--- config.mk ---
export PLATFORM = sky130hd
export DESIGN_NAME = owd_top
export DESIGN_NICKNAME = d
export VERILOG_FILES = /design/src/include/owd_pkg.sv /design/src/include/owd_cfg_if.sv /design/src/core/owd_bus_slave.sv /design/src/core/owd_capture.sv /design/src/core/owd_top.sv
export SDC_FILE = /design/constraint.sdc
export NUM_CORES = 1
export LEC_CHECK = 0
export ABC_AREA = 1
export BUFFER_PORTS_ARGS = -buffer_cell sky130_fd_sc_hd__buf_2
export CAP_MARGIN = 20
export CORE_MARGIN = 8
export CORE_UTILIZATION = 44
export CTS_BUF_LIST = sky130_fd_sc_hd__clkbuf_2
export DETAILED_ROUTE_END_ITERATION = 12
export GPL_TIMING_DRIVEN = 0
export PLACE_DENSITY = 0.78
export SLEW_MARGIN = 20
export SYNTH_ARGS = -nofsm -noshare
export SYNTH_HDL_FRONTEND = slang
export SYNTH_SLANG_ARGS = --single-unit
--- constraint.sdc ---
create_clock -name clk -period 2.7 [get_ports clk]
set_input_delay 0.135 -clock clk [delete_from_list [all_inputs] [get_ports clk]]
set_output_delay 0.135 -clock clk [all_outputs]
set_load 0.03 [all_outputs]
--- src/include/owd_pkg.sv ---
// option word decoder: shared constants, codes and types
package owd_pkg;

  // ---------------------------------------------------------------
  // word layout
  // ---------------------------------------------------------------
  localparam int OWD_W = 13;
  typedef logic [OWD_W-1:0] owd_word_t;

  localparam int W0_RST_PIN = 12;
  localparam int W0_WDT_OFF = 11;
  localparam int W0_INSTR = 10;
  localparam int W0_LVR_HI = 9;
  localparam int W0_LVR_LO = 8;
  localparam int W0_KEEP1 = 7;
  localparam int W0_WDT_HI = 6;
  localparam int W0_WDT_LO = 5;
  localparam int W0_NR_WIDTH = 4;
  localparam int W0_NR_EN = 3;
  localparam int W0_PROT_HI = 2;
  localparam int W0_PROT_LO = 0;

  localparam int W1_POWER = 12;
  localparam int W1_TRIM_HI = 11;
  localparam int W1_TRIM_LO = 7;
  localparam int W1_RCM_HI = 6;
  localparam int W1_RCM_LO = 5;
  localparam int W1_OSC_HI = 4;
  localparam int W1_OSC_LO = 1;
  localparam int W1_CLKOUT = 0;

  localparam int W2_KEEP1 = 12;
  localparam int W2_SUBCLK = 11;
  localparam int W2_PKG = 10;
  localparam int W2_ID_HI = 9;
  localparam int W2_ID_LO = 0;

  localparam int OSC_CLKOUT_BIT = 0;
  localparam logic [4:0] OWD_TRIM_ALL = 5'h1f;

  // ---------------------------------------------------------------
  // field codes and decoded values
  // ---------------------------------------------------------------
  typedef enum logic [3:0] {
    OWD_OUTSIDE_RC_PORT = 4'h0,
    OWD_OUTSIDE_RC_CLKOUT = 4'h1,
    OWD_ON_CHIP_RC_PORT = 4'h2,
    OWD_ON_CHIP_RC_CLKOUT = 4'h3,
    OWD_LOW_XTAL_ONE = 4'h4,
    OWD_HIGH_XTAL_ONE = 4'h5,
    OWD_WATCH_XTAL = 4'h6,
    OWD_HIGH_XTAL_TWO = 4'h7,
    OWD_MID_XTAL = 4'hf
  } owd_osc_e;

  localparam logic [1:0] OWD_LVR_POR = 2'h3;
  localparam logic [1:0] OWD_LVR_27 = 2'h2;
  localparam logic [1:0] OWD_LVR_35 = 2'h1;
  localparam logic [5:0] OWD_DV_NONE = 6'h00;
  localparam logic [5:0] OWD_DV_27 = 6'h1b;
  localparam logic [5:0] OWD_DV_29 = 6'h1d;
  localparam logic [5:0] OWD_DV_35 = 6'h23;
  localparam logic [5:0] OWD_DV_37 = 6'h25;
  localparam logic [5:0] OWD_DV_40 = 6'h28;

  localparam logic [1:0] OWD_WDT_SEL_18 = 2'h3;
  localparam logic [1:0] OWD_WDT_SEL_4P5 = 2'h2;
  localparam logic [1:0] OWD_WDT_SEL_288 = 2'h1;
  localparam logic [18:0] OWD_WDT_18MS_US = 19'h04650;
  localparam logic [18:0] OWD_WDT_4P5MS_US = 19'h01194;
  localparam logic [18:0] OWD_WDT_288MS_US = 19'h46500;
  localparam logic [18:0] OWD_WDT_72MS_US = 19'h11940;

  localparam logic [5:0] OWD_GLITCH_SHORT_FC = 6'h08;
  localparam logic [5:0] OWD_GLITCH_LONG_FC = 6'h20;

  localparam logic [1:0] OWD_IRC_SEL_4 = 2'h3;
  localparam logic [1:0] OWD_IRC_SEL_16 = 2'h2;
  localparam logic [1:0] OWD_IRC_SEL_8 = 2'h1;
  localparam logic [4:0] OWD_IRC_4MHZ = 5'h04;
  localparam logic [4:0] OWD_IRC_16MHZ = 5'h10;
  localparam logic [4:0] OWD_IRC_8MHZ = 5'h08;
  localparam logic [4:0] OWD_IRC_1MHZ = 5'h01;

  // ---------------------------------------------------------------
  // avalon register map (word addresses)
  // ---------------------------------------------------------------
  localparam logic [1:0] OWD_ADDR_STATUS = 2'h0;
  localparam logic [1:0] OWD_ADDR_CTRL = 2'h1;
  localparam int OWD_STS_LOADED = 0;
  localparam int OWD_STS_FAULT = 1;
  localparam int OWD_CTRL_FAULT_CLR = 0;

  typedef enum logic {
    OWD_BUS_IDLE = 1'b0,
    OWD_BUS_ACK = 1'b1
  } owd_bus_e;

endpackage

--- src/include/owd_cfg_if.sv ---
// option word decoder: captured words and status between modules
`timescale 1ns/100ps
`default_nettype none
interface owd_cfg_if;
  import owd_pkg::*;
  owd_word_t word0;
  owd_word_t word1;
  owd_word_t word2;
  logic valid;
  logic load_pulse;
  logic fault_set;
  modport capture (output word0, output word1, output word2,
    output valid, output load_pulse);
  modport core (input word0, input word1, input word2,
    input valid, input load_pulse, output fault_set);
  modport slave (input valid, input fault_set);
endinterface
`default_nettype wire

--- src/core/owd_bus_slave.sv ---
// option word decoder: avalon-mm status and control slave
`timescale 1ns/100ps
`default_nettype none
module owd_bus_slave (
  input wire logic clk,
  input wire logic rst_n,
  input wire logic [1:0] avs_address,
  input wire logic avs_read,
  input wire logic avs_write,
  input wire logic [31:0] avs_writedata,
  output logic [31:0] avs_readdata,
  output logic avs_waitrequest,
  owd_cfg_if.slave cfg
);
  import owd_pkg::*;

  owd_bus_e state_reg;
  owd_bus_e state_next;
  logic fault_reg;
  logic fault_next;
  logic [31:0] rdata_reg;
  logic [31:0] rdata_next;
  logic req;
  logic commit;
  logic clr_hit;
  logic wait_reg;
  logic wait_next;

  assign req = avs_read || avs_write;
  // the pin comes from its own flop, not from a compare on the state
  assign wait_next = state_next != OWD_BUS_ACK;
  assign commit = (state_reg == OWD_BUS_ACK) && req;
  assign state_next = (state_reg == OWD_BUS_IDLE && req) ?
    OWD_BUS_ACK : OWD_BUS_IDLE;
  assign clr_hit = commit && avs_write && avs_address == OWD_ADDR_CTRL &&
    avs_writedata[OWD_CTRL_FAULT_CLR];
  // a fault arriving with the clear still lands
  assign fault_next = cfg.fault_set || (fault_reg && !clr_hit);

  // option words never reach this port; only load and fault status do
  always_comb begin
    rdata_next = '0;
    if (avs_address == OWD_ADDR_STATUS) begin
      rdata_next[OWD_STS_LOADED] = cfg.valid;
      rdata_next[OWD_STS_FAULT] = fault_reg;
    end
  end

  always_ff @(posedge clk or negedge rst_n) begin
    if (!rst_n) begin
      state_reg <= OWD_BUS_IDLE;
      fault_reg <= 1'b0;
      rdata_reg <= '0;
      wait_reg <= 1'b1;
    end else begin
      state_reg <= state_next;
      fault_reg <= fault_next;
      rdata_reg <= rdata_next;
      wait_reg <= wait_next;
    end
  end

  assign avs_readdata = rdata_reg;
  assign avs_waitrequest = wait_reg;

  bus_ack_single_a: assert property (@(posedge clk) disable iff (!rst_n)
    !avs_waitrequest |=> avs_waitrequest)
    else $error("waitrequest low for more than one cycle");
  bus_ack_latency_a: assert property (@(posedge clk) disable iff (!rst_n)
    (req && avs_waitrequest && state_reg == OWD_BUS_IDLE) |=>
    !avs_waitrequest)
    else $error("request not answered on the next edge");
  read_hides_words_a: assert property (@(posedge clk)
    disable iff (!rst_n)
    !avs_waitrequest |-> avs_readdata[31:OWD_STS_FAULT+1] == '0)
    else $error("read data exposes more than status");
endmodule
`default_nettype wire

--- src/core/owd_capture.sv ---
// option word decoder: one-shot capture of the option words
`timescale 1ns/100ps
`default_nettype none
module owd_capture (
  input wire logic clk,
  input wire logic rst_n,
  input wire owd_pkg::owd_word_t otp_word0,
  input wire owd_pkg::owd_word_t otp_word1,
  input wire owd_pkg::owd_word_t otp_word2,
  owd_cfg_if.capture cfg
);
  import owd_pkg::*;

  owd_word_t w0_reg;
  owd_word_t w1_reg;
  owd_word_t w2_reg;
  logic valid_reg;
  logic load_reg;
  logic valid_next;

  // words are taken on the first edge after reset release, then frozen
  assign valid_next = 1'b1;

  always_ff @(posedge clk or negedge rst_n) begin
    if (!rst_n) begin
      w0_reg <= '0;
      w1_reg <= '0;
      w2_reg <= '0;
      valid_reg <= 1'b0;
      load_reg <= 1'b0;
    end else begin
      load_reg <= !valid_reg;
      if (!valid_reg) begin
        w0_reg <= otp_word0;
        w1_reg <= otp_word1;
        w2_reg <= otp_word2;
        valid_reg <= valid_next;
      end
    end
  end

  assign cfg.word0 = w0_reg;
  assign cfg.word1 = w1_reg;
  assign cfg.word2 = w2_reg;
  assign cfg.valid = valid_reg;
  assign cfg.load_pulse = load_reg;
endmodule
`default_nettype wire

--- src/core/owd_top.sv ---
// option word decoder: top level, decode of three option words
//
// Contract
// - option words sit outside program memory; software can never read them.
// - first word bit 12 at 0 makes the shared pin an active-low reset.
// - first word bit 11 at 0 turns the watchdog on, 1 off.
// - first word bit 10 picks two or four oscillator periods per cycle.
// - low-supply reset bits: 11 none, 10 2.7/2.9V, 01 3.5/3.7V, 00 4.0V.
// - watchdog period bits: 11 18ms, 10 4.5ms, 01 288ms, 00 72ms.
// - falling-edge interrupt; width bit 0 gives 8/fc, 1 gives 32/fc.
// - glitch filter follows its bit, but stays off in watch crystal mode.
// - each of three protect bits at 0 protects program memory.
// - second word bit 12 at 0 selects low power, 1 high power.
// - rc frequency bits: 11 4MHz, 10 16MHz, 01 8MHz, 00 1MHz.
// - four source bits pick rc or crystal mode; odd rc codes give clock out.
// - on-chip rc frees the rc pin as port; outside rc uses it as oscillator.
// - every crystal mode dedicates both crystal pins to the oscillator.
// - in rc modes clock-out bit 1 drives system clock, 0 open drain.
// - third word bit 11 picks 128kHz at 0, 16kHz at 1 sub-clock.
// - third word bit 10 marks 10-pin at 0, 14-pin at 1.
// - third word low ten bits carry customer id, no effect elsewhere.
//
// The register addresses and register access over Avalon-MM are this design's own decisions.
`timescale 1ns/100ps
`default_nettype none
module owd_top (
  input wire logic clk,
  input wire logic rst_n,
  input wire owd_pkg::owd_word_t otp_word0,
  input wire owd_pkg::owd_word_t otp_word1,
  input wire owd_pkg::owd_word_t otp_word2,
  input wire logic [1:0] avs_address,
  input wire logic avs_read,
  input wire logic avs_write,
  input wire logic [31:0] avs_writedata,
  output logic [31:0] avs_readdata,
  output logic avs_waitrequest,
  output logic cfg_valid,
  output logic ext_reset_pin_en,
  output logic watchdog_en,
  output logic instr_four_clocks,
  output logic lvr_enabled,
  output logic [5:0] lvr_trip_dv,
  output logic [5:0] lvr_release_dv,
  output logic [18:0] wdt_timeout_us,
  output logic int_falling_edge,
  output logic [5:0] int_glitch_width_fc,
  output logic int_filter_en,
  output logic [2:0] code_protect,
  output logic low_power_mode,
  output logic [4:0] irc_freq_mhz,
  output logic [3:0] clock_source_select,
  output logic outside_rc_osc_mode,
  output logic on_chip_rc_osc_mode,
  output logic crystal_pins_dedicated,
  output logic rc_input_is_osc,
  output logic shared_rc_pin_is_io,
  output logic clk_out_pin_en,
  output logic clk_out_sysclk,
  output logic clk_out_open_drain,
  output logic green_sub_128k,
  output logic pkg_14pin,
  output logic [9:0] customer_ident_field
);
  import owd_pkg::*;

  // ---------------------------------------------------------------
  // reset release
  // ---------------------------------------------------------------
  logic rst_meta_reg;
  logic rst_sync_reg;
  logic rst_int_n;

  always_ff @(posedge clk or negedge rst_n) begin
    if (!rst_n) begin
      rst_meta_reg <= 1'b0;
      rst_sync_reg <= 1'b0;
    end else begin
      rst_meta_reg <= 1'b1;
      rst_sync_reg <= rst_meta_reg;
    end
  end

  assign rst_int_n = rst_sync_reg;

  // ---------------------------------------------------------------
  // capture and bus
  // ---------------------------------------------------------------
  owd_cfg_if cfg ();

  owd_capture u_capture (
    .clk(clk),
    .rst_n(rst_int_n),
    .otp_word0(otp_word0),
    .otp_word1(otp_word1),
    .otp_word2(otp_word2),
    .cfg(cfg.capture)
  );

  // the slave has no path to the words, so the program cannot see them
  owd_bus_slave u_bus (
    .clk(clk),
    .rst_n(rst_int_n),
    .avs_address(avs_address),
    .avs_read(avs_read),
    .avs_write(avs_write),
    .avs_writedata(avs_writedata),
    .avs_readdata(avs_readdata),
    .avs_waitrequest(avs_waitrequest),
    .cfg(cfg.slave)
  );

  // ---------------------------------------------------------------
  // field decode functions
  // ---------------------------------------------------------------
  function automatic logic [5:0] lvr_trip(input logic [1:0] sel);
    unique case (sel)
      OWD_LVR_POR: lvr_trip = OWD_DV_NONE;
      OWD_LVR_27: lvr_trip = OWD_DV_27;
      OWD_LVR_35: lvr_trip = OWD_DV_35;
      default: lvr_trip = OWD_DV_40;
    endcase
  endfunction

  // release level for the 4.0V setting equals its trip level
  function automatic logic [5:0] lvr_release(input logic [1:0] sel);
    unique case (sel)
      OWD_LVR_POR: lvr_release = OWD_DV_NONE;
      OWD_LVR_27: lvr_release = OWD_DV_29;
      OWD_LVR_35: lvr_release = OWD_DV_37;
      default: lvr_release = OWD_DV_40;
    endcase
  endfunction

  function automatic logic [18:0] wdt_period(input logic [1:0] sel);
    unique case (sel)
      OWD_WDT_SEL_18: wdt_period = OWD_WDT_18MS_US;
      OWD_WDT_SEL_4P5: wdt_period = OWD_WDT_4P5MS_US;
      OWD_WDT_SEL_288: wdt_period = OWD_WDT_288MS_US;
      default: wdt_period = OWD_WDT_72MS_US;
    endcase
  endfunction

  function automatic logic [4:0] irc_freq(input logic [1:0] sel);
    unique case (sel)
      OWD_IRC_SEL_4: irc_freq = OWD_IRC_4MHZ;
      OWD_IRC_SEL_16: irc_freq = OWD_IRC_16MHZ;
      OWD_IRC_SEL_8: irc_freq = OWD_IRC_8MHZ;
      default: irc_freq = OWD_IRC_1MHZ;
    endcase
  endfunction

  // ---------------------------------------------------------------
  // decode
  // ---------------------------------------------------------------
  owd_word_t w0;
  owd_word_t w1;
  owd_word_t w2;
  logic [1:0] lvr_sel;
  logic [1:0] wdt_sel;
  logic [1:0] rcm_sel;
  logic [3:0] osc_code;
  logic [4:0] trim_bits;
  logic is_outside_rc;
  logic is_on_chip_rc;
  logic is_rc;
  logic is_watch_xtal;
  logic is_known_xtal;
  logic osc_unknown;
  logic layout_fault;

  assign w0 = cfg.word0;
  assign w1 = cfg.word1;
  assign w2 = cfg.word2;
  assign lvr_sel = w0[W0_LVR_HI:W0_LVR_LO];
  assign wdt_sel = w0[W0_WDT_HI:W0_WDT_LO];
  assign rcm_sel = w1[W1_RCM_HI:W1_RCM_LO];
  assign osc_code = w1[W1_OSC_HI:W1_OSC_LO];
  assign trim_bits = w1[W1_TRIM_HI:W1_TRIM_LO];

  assign is_outside_rc = osc_code == OWD_OUTSIDE_RC_PORT ||
    osc_code == OWD_OUTSIDE_RC_CLKOUT;
  assign is_on_chip_rc = osc_code == OWD_ON_CHIP_RC_PORT ||
    osc_code == OWD_ON_CHIP_RC_CLKOUT;
  assign is_rc = is_outside_rc || is_on_chip_rc;
  assign is_watch_xtal = osc_code == OWD_WATCH_XTAL;
  assign is_known_xtal = osc_code == OWD_LOW_XTAL_ONE ||
    osc_code == OWD_HIGH_XTAL_ONE || is_watch_xtal ||
    osc_code == OWD_HIGH_XTAL_TWO || osc_code == OWD_MID_XTAL;
  // undefined source codes keep the crystal pins out of port use
  assign osc_unknown = !is_rc && !is_known_xtal;

  // words the programmer left off-pattern are reported, not corrected
  assign layout_fault = !w0[W0_KEEP1] || !w2[W2_KEEP1] ||
    trim_bits != OWD_TRIM_ALL || osc_unknown;
  assign cfg.fault_set = cfg.load_pulse && layout_fault;

  // ---------------------------------------------------------------
  // held outputs, loaded once per reset
  // ---------------------------------------------------------------
  always_ff @(posedge clk or negedge rst_int_n) begin
    if (!rst_int_n) begin
      cfg_valid <= 1'b0;
      ext_reset_pin_en <= 1'b0;
      watchdog_en <= 1'b0;
      instr_four_clocks <= 1'b0;
      lvr_enabled <= 1'b0;
      lvr_trip_dv <= '0;
      lvr_release_dv <= '0;
      wdt_timeout_us <= '0;
      int_falling_edge <= 1'b0;
      int_glitch_width_fc <= '0;
      int_filter_en <= 1'b0;
      code_protect <= '0;
      low_power_mode <= 1'b0;
      irc_freq_mhz <= '0;
      clock_source_select <= '0;
      outside_rc_osc_mode <= 1'b0;
      on_chip_rc_osc_mode <= 1'b0;
      crystal_pins_dedicated <= 1'b0;
      rc_input_is_osc <= 1'b0;
      shared_rc_pin_is_io <= 1'b0;
      clk_out_pin_en <= 1'b0;
      clk_out_sysclk <= 1'b0;
      clk_out_open_drain <= 1'b0;
      green_sub_128k <= 1'b0;
      pkg_14pin <= 1'b0;
      customer_ident_field <= '0;
    end else if (cfg.load_pulse) begin
      cfg_valid <= 1'b1;
      ext_reset_pin_en <= !w0[W0_RST_PIN];
      watchdog_en <= !w0[W0_WDT_OFF];
      instr_four_clocks <= w0[W0_INSTR];
      lvr_enabled <= lvr_sel != OWD_LVR_POR;
      lvr_trip_dv <= lvr_trip(lvr_sel);
      lvr_release_dv <= lvr_release(lvr_sel);
      wdt_timeout_us <= wdt_period(wdt_sel);
      int_falling_edge <= 1'b1;
      int_glitch_width_fc <= w0[W0_NR_WIDTH] ?
        OWD_GLITCH_LONG_FC : OWD_GLITCH_SHORT_FC;
      int_filter_en <= w0[W0_NR_EN] && !is_watch_xtal;
      code_protect <= ~w0[W0_PROT_HI:W0_PROT_LO];
      low_power_mode <= !w1[W1_POWER];
      irc_freq_mhz <= irc_freq(rcm_sel);
      clock_source_select <= osc_code;
      outside_rc_osc_mode <= is_outside_rc;
      on_chip_rc_osc_mode <= is_on_chip_rc;
      crystal_pins_dedicated <= !is_rc;
      rc_input_is_osc <= is_outside_rc;
      shared_rc_pin_is_io <= is_on_chip_rc;
      clk_out_pin_en <= is_rc && osc_code[OSC_CLKOUT_BIT];
      clk_out_sysclk <= is_rc && osc_code[OSC_CLKOUT_BIT] &&
        w1[W1_CLKOUT];
      clk_out_open_drain <= is_rc && osc_code[OSC_CLKOUT_BIT] &&
        !w1[W1_CLKOUT];
      green_sub_128k <= !w2[W2_SUBCLK];
      pkg_14pin <= w2[W2_PKG];
      customer_ident_field <= w2[W2_ID_HI:W2_ID_LO];
    end
  end

  // ---------------------------------------------------------------
  // checks
  // ---------------------------------------------------------------
  load_once_a: assert property (@(posedge clk)
    disable iff (!rst_int_n)
    cfg_valid |-> !cfg.load_pulse && $stable(w0) && $stable(w1) &&
    $stable(w2))
    else $error("option words changed after load");

  outputs_hold_a: assert property (@(posedge clk)
    disable iff (!rst_int_n)
    cfg_valid ##1 cfg_valid |-> $stable(watchdog_en) &&
    $stable(clock_source_select) && $stable(customer_ident_field))
    else $error("decoded output moved while held");

  load_timing_a: assert property (@(posedge clk)
    disable iff (!rst_int_n)
    $rose(cfg.valid) |=> cfg_valid ##0 $past(cfg_valid) == 1'b0)
    else $error("outputs not valid one edge after capture");

  reset_pin_a: assert property (@(posedge clk) disable iff (!rst_int_n)
    cfg_valid |-> ext_reset_pin_en == !w0[W0_RST_PIN])
    else $error("reset pin select does not follow its bit");

  watchdog_on_a: assert property (@(posedge clk)
    disable iff (!rst_int_n)
    cfg_valid |-> watchdog_en != w0[W0_WDT_OFF])
    else $error("watchdog enable inverted");

  lvr_levels_a: assert property (@(posedge clk)
    disable iff (!rst_int_n)
    cfg_valid && lvr_sel == OWD_LVR_27 |->
    lvr_trip_dv == OWD_DV_27 && lvr_release_dv == OWD_DV_29 &&
    lvr_enabled)
    else $error("2.7V reset level wrong");

  wdt_period_a: assert property (@(posedge clk)
    disable iff (!rst_int_n)
    cfg_valid && wdt_sel == OWD_WDT_SEL_288 |->
    wdt_timeout_us == OWD_WDT_288MS_US)
    else $error("watchdog period decode wrong");

  filter_watch_a: assert property (@(posedge clk)
    disable iff (!rst_int_n)
    cfg_valid && clock_source_select == OWD_WATCH_XTAL |-> !int_filter_en)
    else $error("filter on in watch crystal mode");

  glitch_width_a: assert property (@(posedge clk)
    disable iff (!rst_int_n)
    cfg_valid |-> int_glitch_width_fc == (w0[W0_NR_WIDTH] ?
    OWD_GLITCH_LONG_FC : OWD_GLITCH_SHORT_FC) && int_falling_edge)
    else $error("interrupt glitch width wrong");

  xtal_pins_a: assert property (@(posedge clk)
    disable iff (!rst_int_n)
    cfg_valid && crystal_pins_dedicated |->
    !shared_rc_pin_is_io && !clk_out_pin_en && !rc_input_is_osc)
    else $error("crystal pin released in crystal mode");

  clk_out_mode_a: assert property (@(posedge clk)
    disable iff (!rst_int_n)
    cfg_valid |-> !(clk_out_sysclk && clk_out_open_drain) &&
    ((clk_out_sysclk || clk_out_open_drain) == clk_out_pin_en))
    else $error("clock-out pin mode inconsistent");

  fault_flag_a: assert property (@(posedge clk)
    disable iff (!rst_int_n)
    cfg.load_pulse && !w0[W0_KEEP1] |-> cfg.fault_set)
    else $error("keep-one bit violation not flagged");

  instr_period_a: assert property (@(posedge clk)
    disable iff (!rst_int_n)
    cfg_valid |-> instr_four_clocks == w0[W0_INSTR])
    else $error("instruction period select wrong");

  protect_power_a: assert property (@(posedge clk)
    disable iff (!rst_int_n)
    cfg_valid |-> code_protect == ~w0[W0_PROT_HI:W0_PROT_LO] &&
    low_power_mode != w1[W1_POWER])
    else $error("protect or power mode wrong");

  irc_freq_a: assert property (@(posedge clk)
    disable iff (!rst_int_n)
    cfg_valid && rcm_sel == OWD_IRC_SEL_16 |-> irc_freq_mhz == OWD_IRC_16MHZ)
    else $error("rc frequency decode wrong");

  rc_pin_use_a: assert property (@(posedge clk)
    disable iff (!rst_int_n)
    cfg_valid && on_chip_rc_osc_mode |-> shared_rc_pin_is_io && !rc_input_is_osc)
    else $error("rc pin not released in on-chip rc mode");

  ident_held_a: assert property (@(posedge clk)
    disable iff (!rst_int_n)
    cfg_valid |-> green_sub_128k != w2[W2_SUBCLK] && pkg_14pin == w2[W2_PKG] &&
    customer_ident_field == w2[W2_ID_HI:W2_ID_LO])
    else $error("third word fields not carried");
endmodule
`default_nettype wire

==> summary.txt <==
Logic synthesis
  • EDFF count, synth: 0
  • Simple-gate portion of the synthesized area: 0.197
  • Area leader, netlist: dfrtp_1
  • Post-synth ARST share: 1.00
  • Synth warn: 0
  • Cells after synthesis: 457
  • Top-area cell type share of the netlist area: 0.566
  • Primary FF master, synth: dfrtp_1
  • Synth Area in Compound Gates: 0.0546
  • Top post-synthesis cells by count: nand2_1, dfrtp_1, buf_4
  • Xor and xnor fraction of the mapped netlist area: 0
  • Top-count cell post-synth: nand2_1
  • Mapped cell area: 0.00433 mm2
  • Average size of a mapped cell: 9.48 um2
  • Top cells by area, synth: dfrtp_1, nand2_1, buf_4
  • Mux contribution to synthesized area: 0
  • Largest family of logic cells by synthesized area: simple AND/OR/NAND/NOR gates
  • Register area share after synthesis: 0.572
  • Adder-Cell Fraction of Synth Area: 0.0289
  • Post-synth cell types: 27
  • #FFs+latches synth: 99

Routing
  • Drt first-iter violations: 182
  • DR pass1 iterations: 4
  • Vias after detailed routing: 3,510
  • Drt total wl: 11,000 um
  • Routed WL per cell: 13.5 um
  • Remaining antenna violation count: 0
  • # DRC: 0
  • Via density: 4.33

STA
  • Slew Viols, Final: 0
  • Skew final: 0.0233 ns
  • Final setup viols: 0
  • Max Clk Rate: 0.668 GHz
  • Minimum clock period: 1.50 ns
  • Max-Slew Margin vs Limit: 0.578
  • Unrepaired setup endpoints after global routing: false
  • Fin. Hold Viols: 0
  • Worst-margin pin slew: 0.634 ns
  • Final hold slack: 0.258 ns
  • Setup TNS: 0 ns
  • Tcrit/Tclk final: 0.554

Setup path
  • Worst path arrival time: 1.36 ns
  • CP required: 2.57 ns
  • CP Max Fanout: 5
  • CP Capture Type: output port
  • Critical path class: register to output port
  • Critical Path Source Type: register

Clock tree
  • Root buffer cell: clkbuf_2
  • Clock sink count: 99
  • # hold bufs at CTS: 48
  • Clk slew on worst S/H paths: 0.26 ns
  • Clock buffer count from CTS: 9
  • TritonCTS clock tree: yes
  • CTS HTree Levels: 3
  • # resized after CTS: 0
  • Maximum clock path buffer count: 2
  • Post-CTS setup buffer count: 0
  • Clock Latency Late Sink: 0.57 ns

Final layout
  • Finished Cell Area: 0.00587 mm2
  • Share of cells above drive strength 1: 0.328
  • Layout Nets: 759
  • Area grow syn2layout: 35.4%
  • Filler cell count: 862

Global route
  • Global-route wire length before repair: 17,300 um
  • GRT Util Overall: 0.169
  • Largest net degree at the start of global routing: 52
  • Initial antenna violation count: 1
  • GRT overflow: 0
  • Vias in the first global route: 3,544

Floorplan
  • Core area: 0.00968 mm2
  • DIE WIDTH: 115 um
  • Die area: 0.0133 mm2
  • # IOs: 187
  • Initial Util: 0.448
  • Die H: 115 um
  • Row count: 36

Pwr
  • Maximum vdd drop: 0.250 mV
  • Clk pwr share: 0.232
  • Sw Share: 0.338
  • Sw power: 1.15 mW
  • P per Cell Area: 581 mW/mm2
  • Total power: 3.41 mW
  • Part of the power in registers: 0.510
  • Combinational power share: 0.258
  • Pint: 2.26 mW
  • Leak: 3.30 nW

Place
  • Dpl cell area: 0.00525 mm2
  • GPL Wtd Cong: 0.764
  • Detailed placement HPWL: 7920 um
  • Port Buf Inserts: 112

Flow run
  • Max Cap Viol: 0

Worst hold path
  • Worst min-delay path category: primary input to register

Outcome
  • Outcome: finished clean
-- kinds of logic after synthesis --
family,Yosys count
other cells,2
compound gates,38
flops,99
fa+ha+maj,10
simple gates,218
buf+inv,90
-- stage by stage --
step | cells | util | setup slack (ns)
2_1_floorplan | 500 | - | 1.04
3_3_place_gp | 745 | 0.539 | 0.523
3_5_place_dp | 746 | 0.543 | 1.56
4_1_cts | 810 | 0.606 | 1.15
5_1_grt | 811 | 0.606 | 1.09
6_report | 811 | 0.606 | 1.20
-- worst paths after layout --
check / from / end / slack [ns] / depth (start not counted)
worst max-delay path: lvr_trip_dv[1]$_DFFE_PN0P_ / lvr_trip_dv[1] / 1.20 / 2
worst min-delay path: otp_word1[9] / u_capture.cfg.word1[9]$_DFFE_PN0N_ / 0.26 / 4
worst max register to register: u_capture.cfg.valid$_DFF_PN0_ / u_bus.avs_readdata[0]$_DFF_PN0_ / 1.22 / 4
worst min register to register: rst_int_n$_DFF_PN0_ / lvr_trip_dv[4]$_DFFE_PN0P_ / 0.35 / 0
max in group asynchronous: rst_int_n$_DFF_PN0_ / u_bus.avs_waitrequest$_DFF_PN1_ / 1.63 / 1
min in group asynchronous: rst_int_n$_DFF_PN0_ / lvr_trip_dv[4]$_DFFE_PN0P_ / 0.35 / 0
-- worst max-delay path: stages (launching register included) --
cell     delay [ns]
dfrtp_1        0.48
buf_4          0.14
buf_2          0.17
-- per-layer routing --
metal,GRT usage,share of wire
met5,0,0
met4,0.0806,0.021
met3,0.0362,0.071
met2,0.296,0.51
met1,0.193,0.40
-- power groups by stage --
stage,sequential (mW),combinational [mW],clock [mW]
4_1_cts,1.74,0.886,0.814
5_1_grt,1.76,0.951,0.868
2_1_floorplan,1.94,0.412,0
6_report,1.74,0.882,0.791
3_5_place_dp,1.77,0.830,0
3_3_place_gp,1.77,0.798,0
-- final cells by class --
type                    count  area (um2)  area share
flip-flops and latches     99        2480       0.423
plain buffers              74         569      0.0970
diodes                      1        2.50    0.000426
inverters                  16        65.1      0.0111
clock inverters             5        77.6      0.0132
multi-input cells         311        1380       0.236
repair buffers            161        1070       0.182
clock buffers              11        55.1     0.00938
well taps                 133         166      0.0284
-- placed cells by master (no fill, tap or decap), drive strengths merged, types with 7 or more instances in the layout --
cell type	netlist	routed
nand2	198	198
buf	74	187
dfrtp	98	98
dlygate4sd3	0	48
conb	2	45
o21ai	34	34
inv	16	16
clkbuf	0	11
ha	10	10
nor2	9	9
nand3	7	7
(Power assumes the default switching activity.)
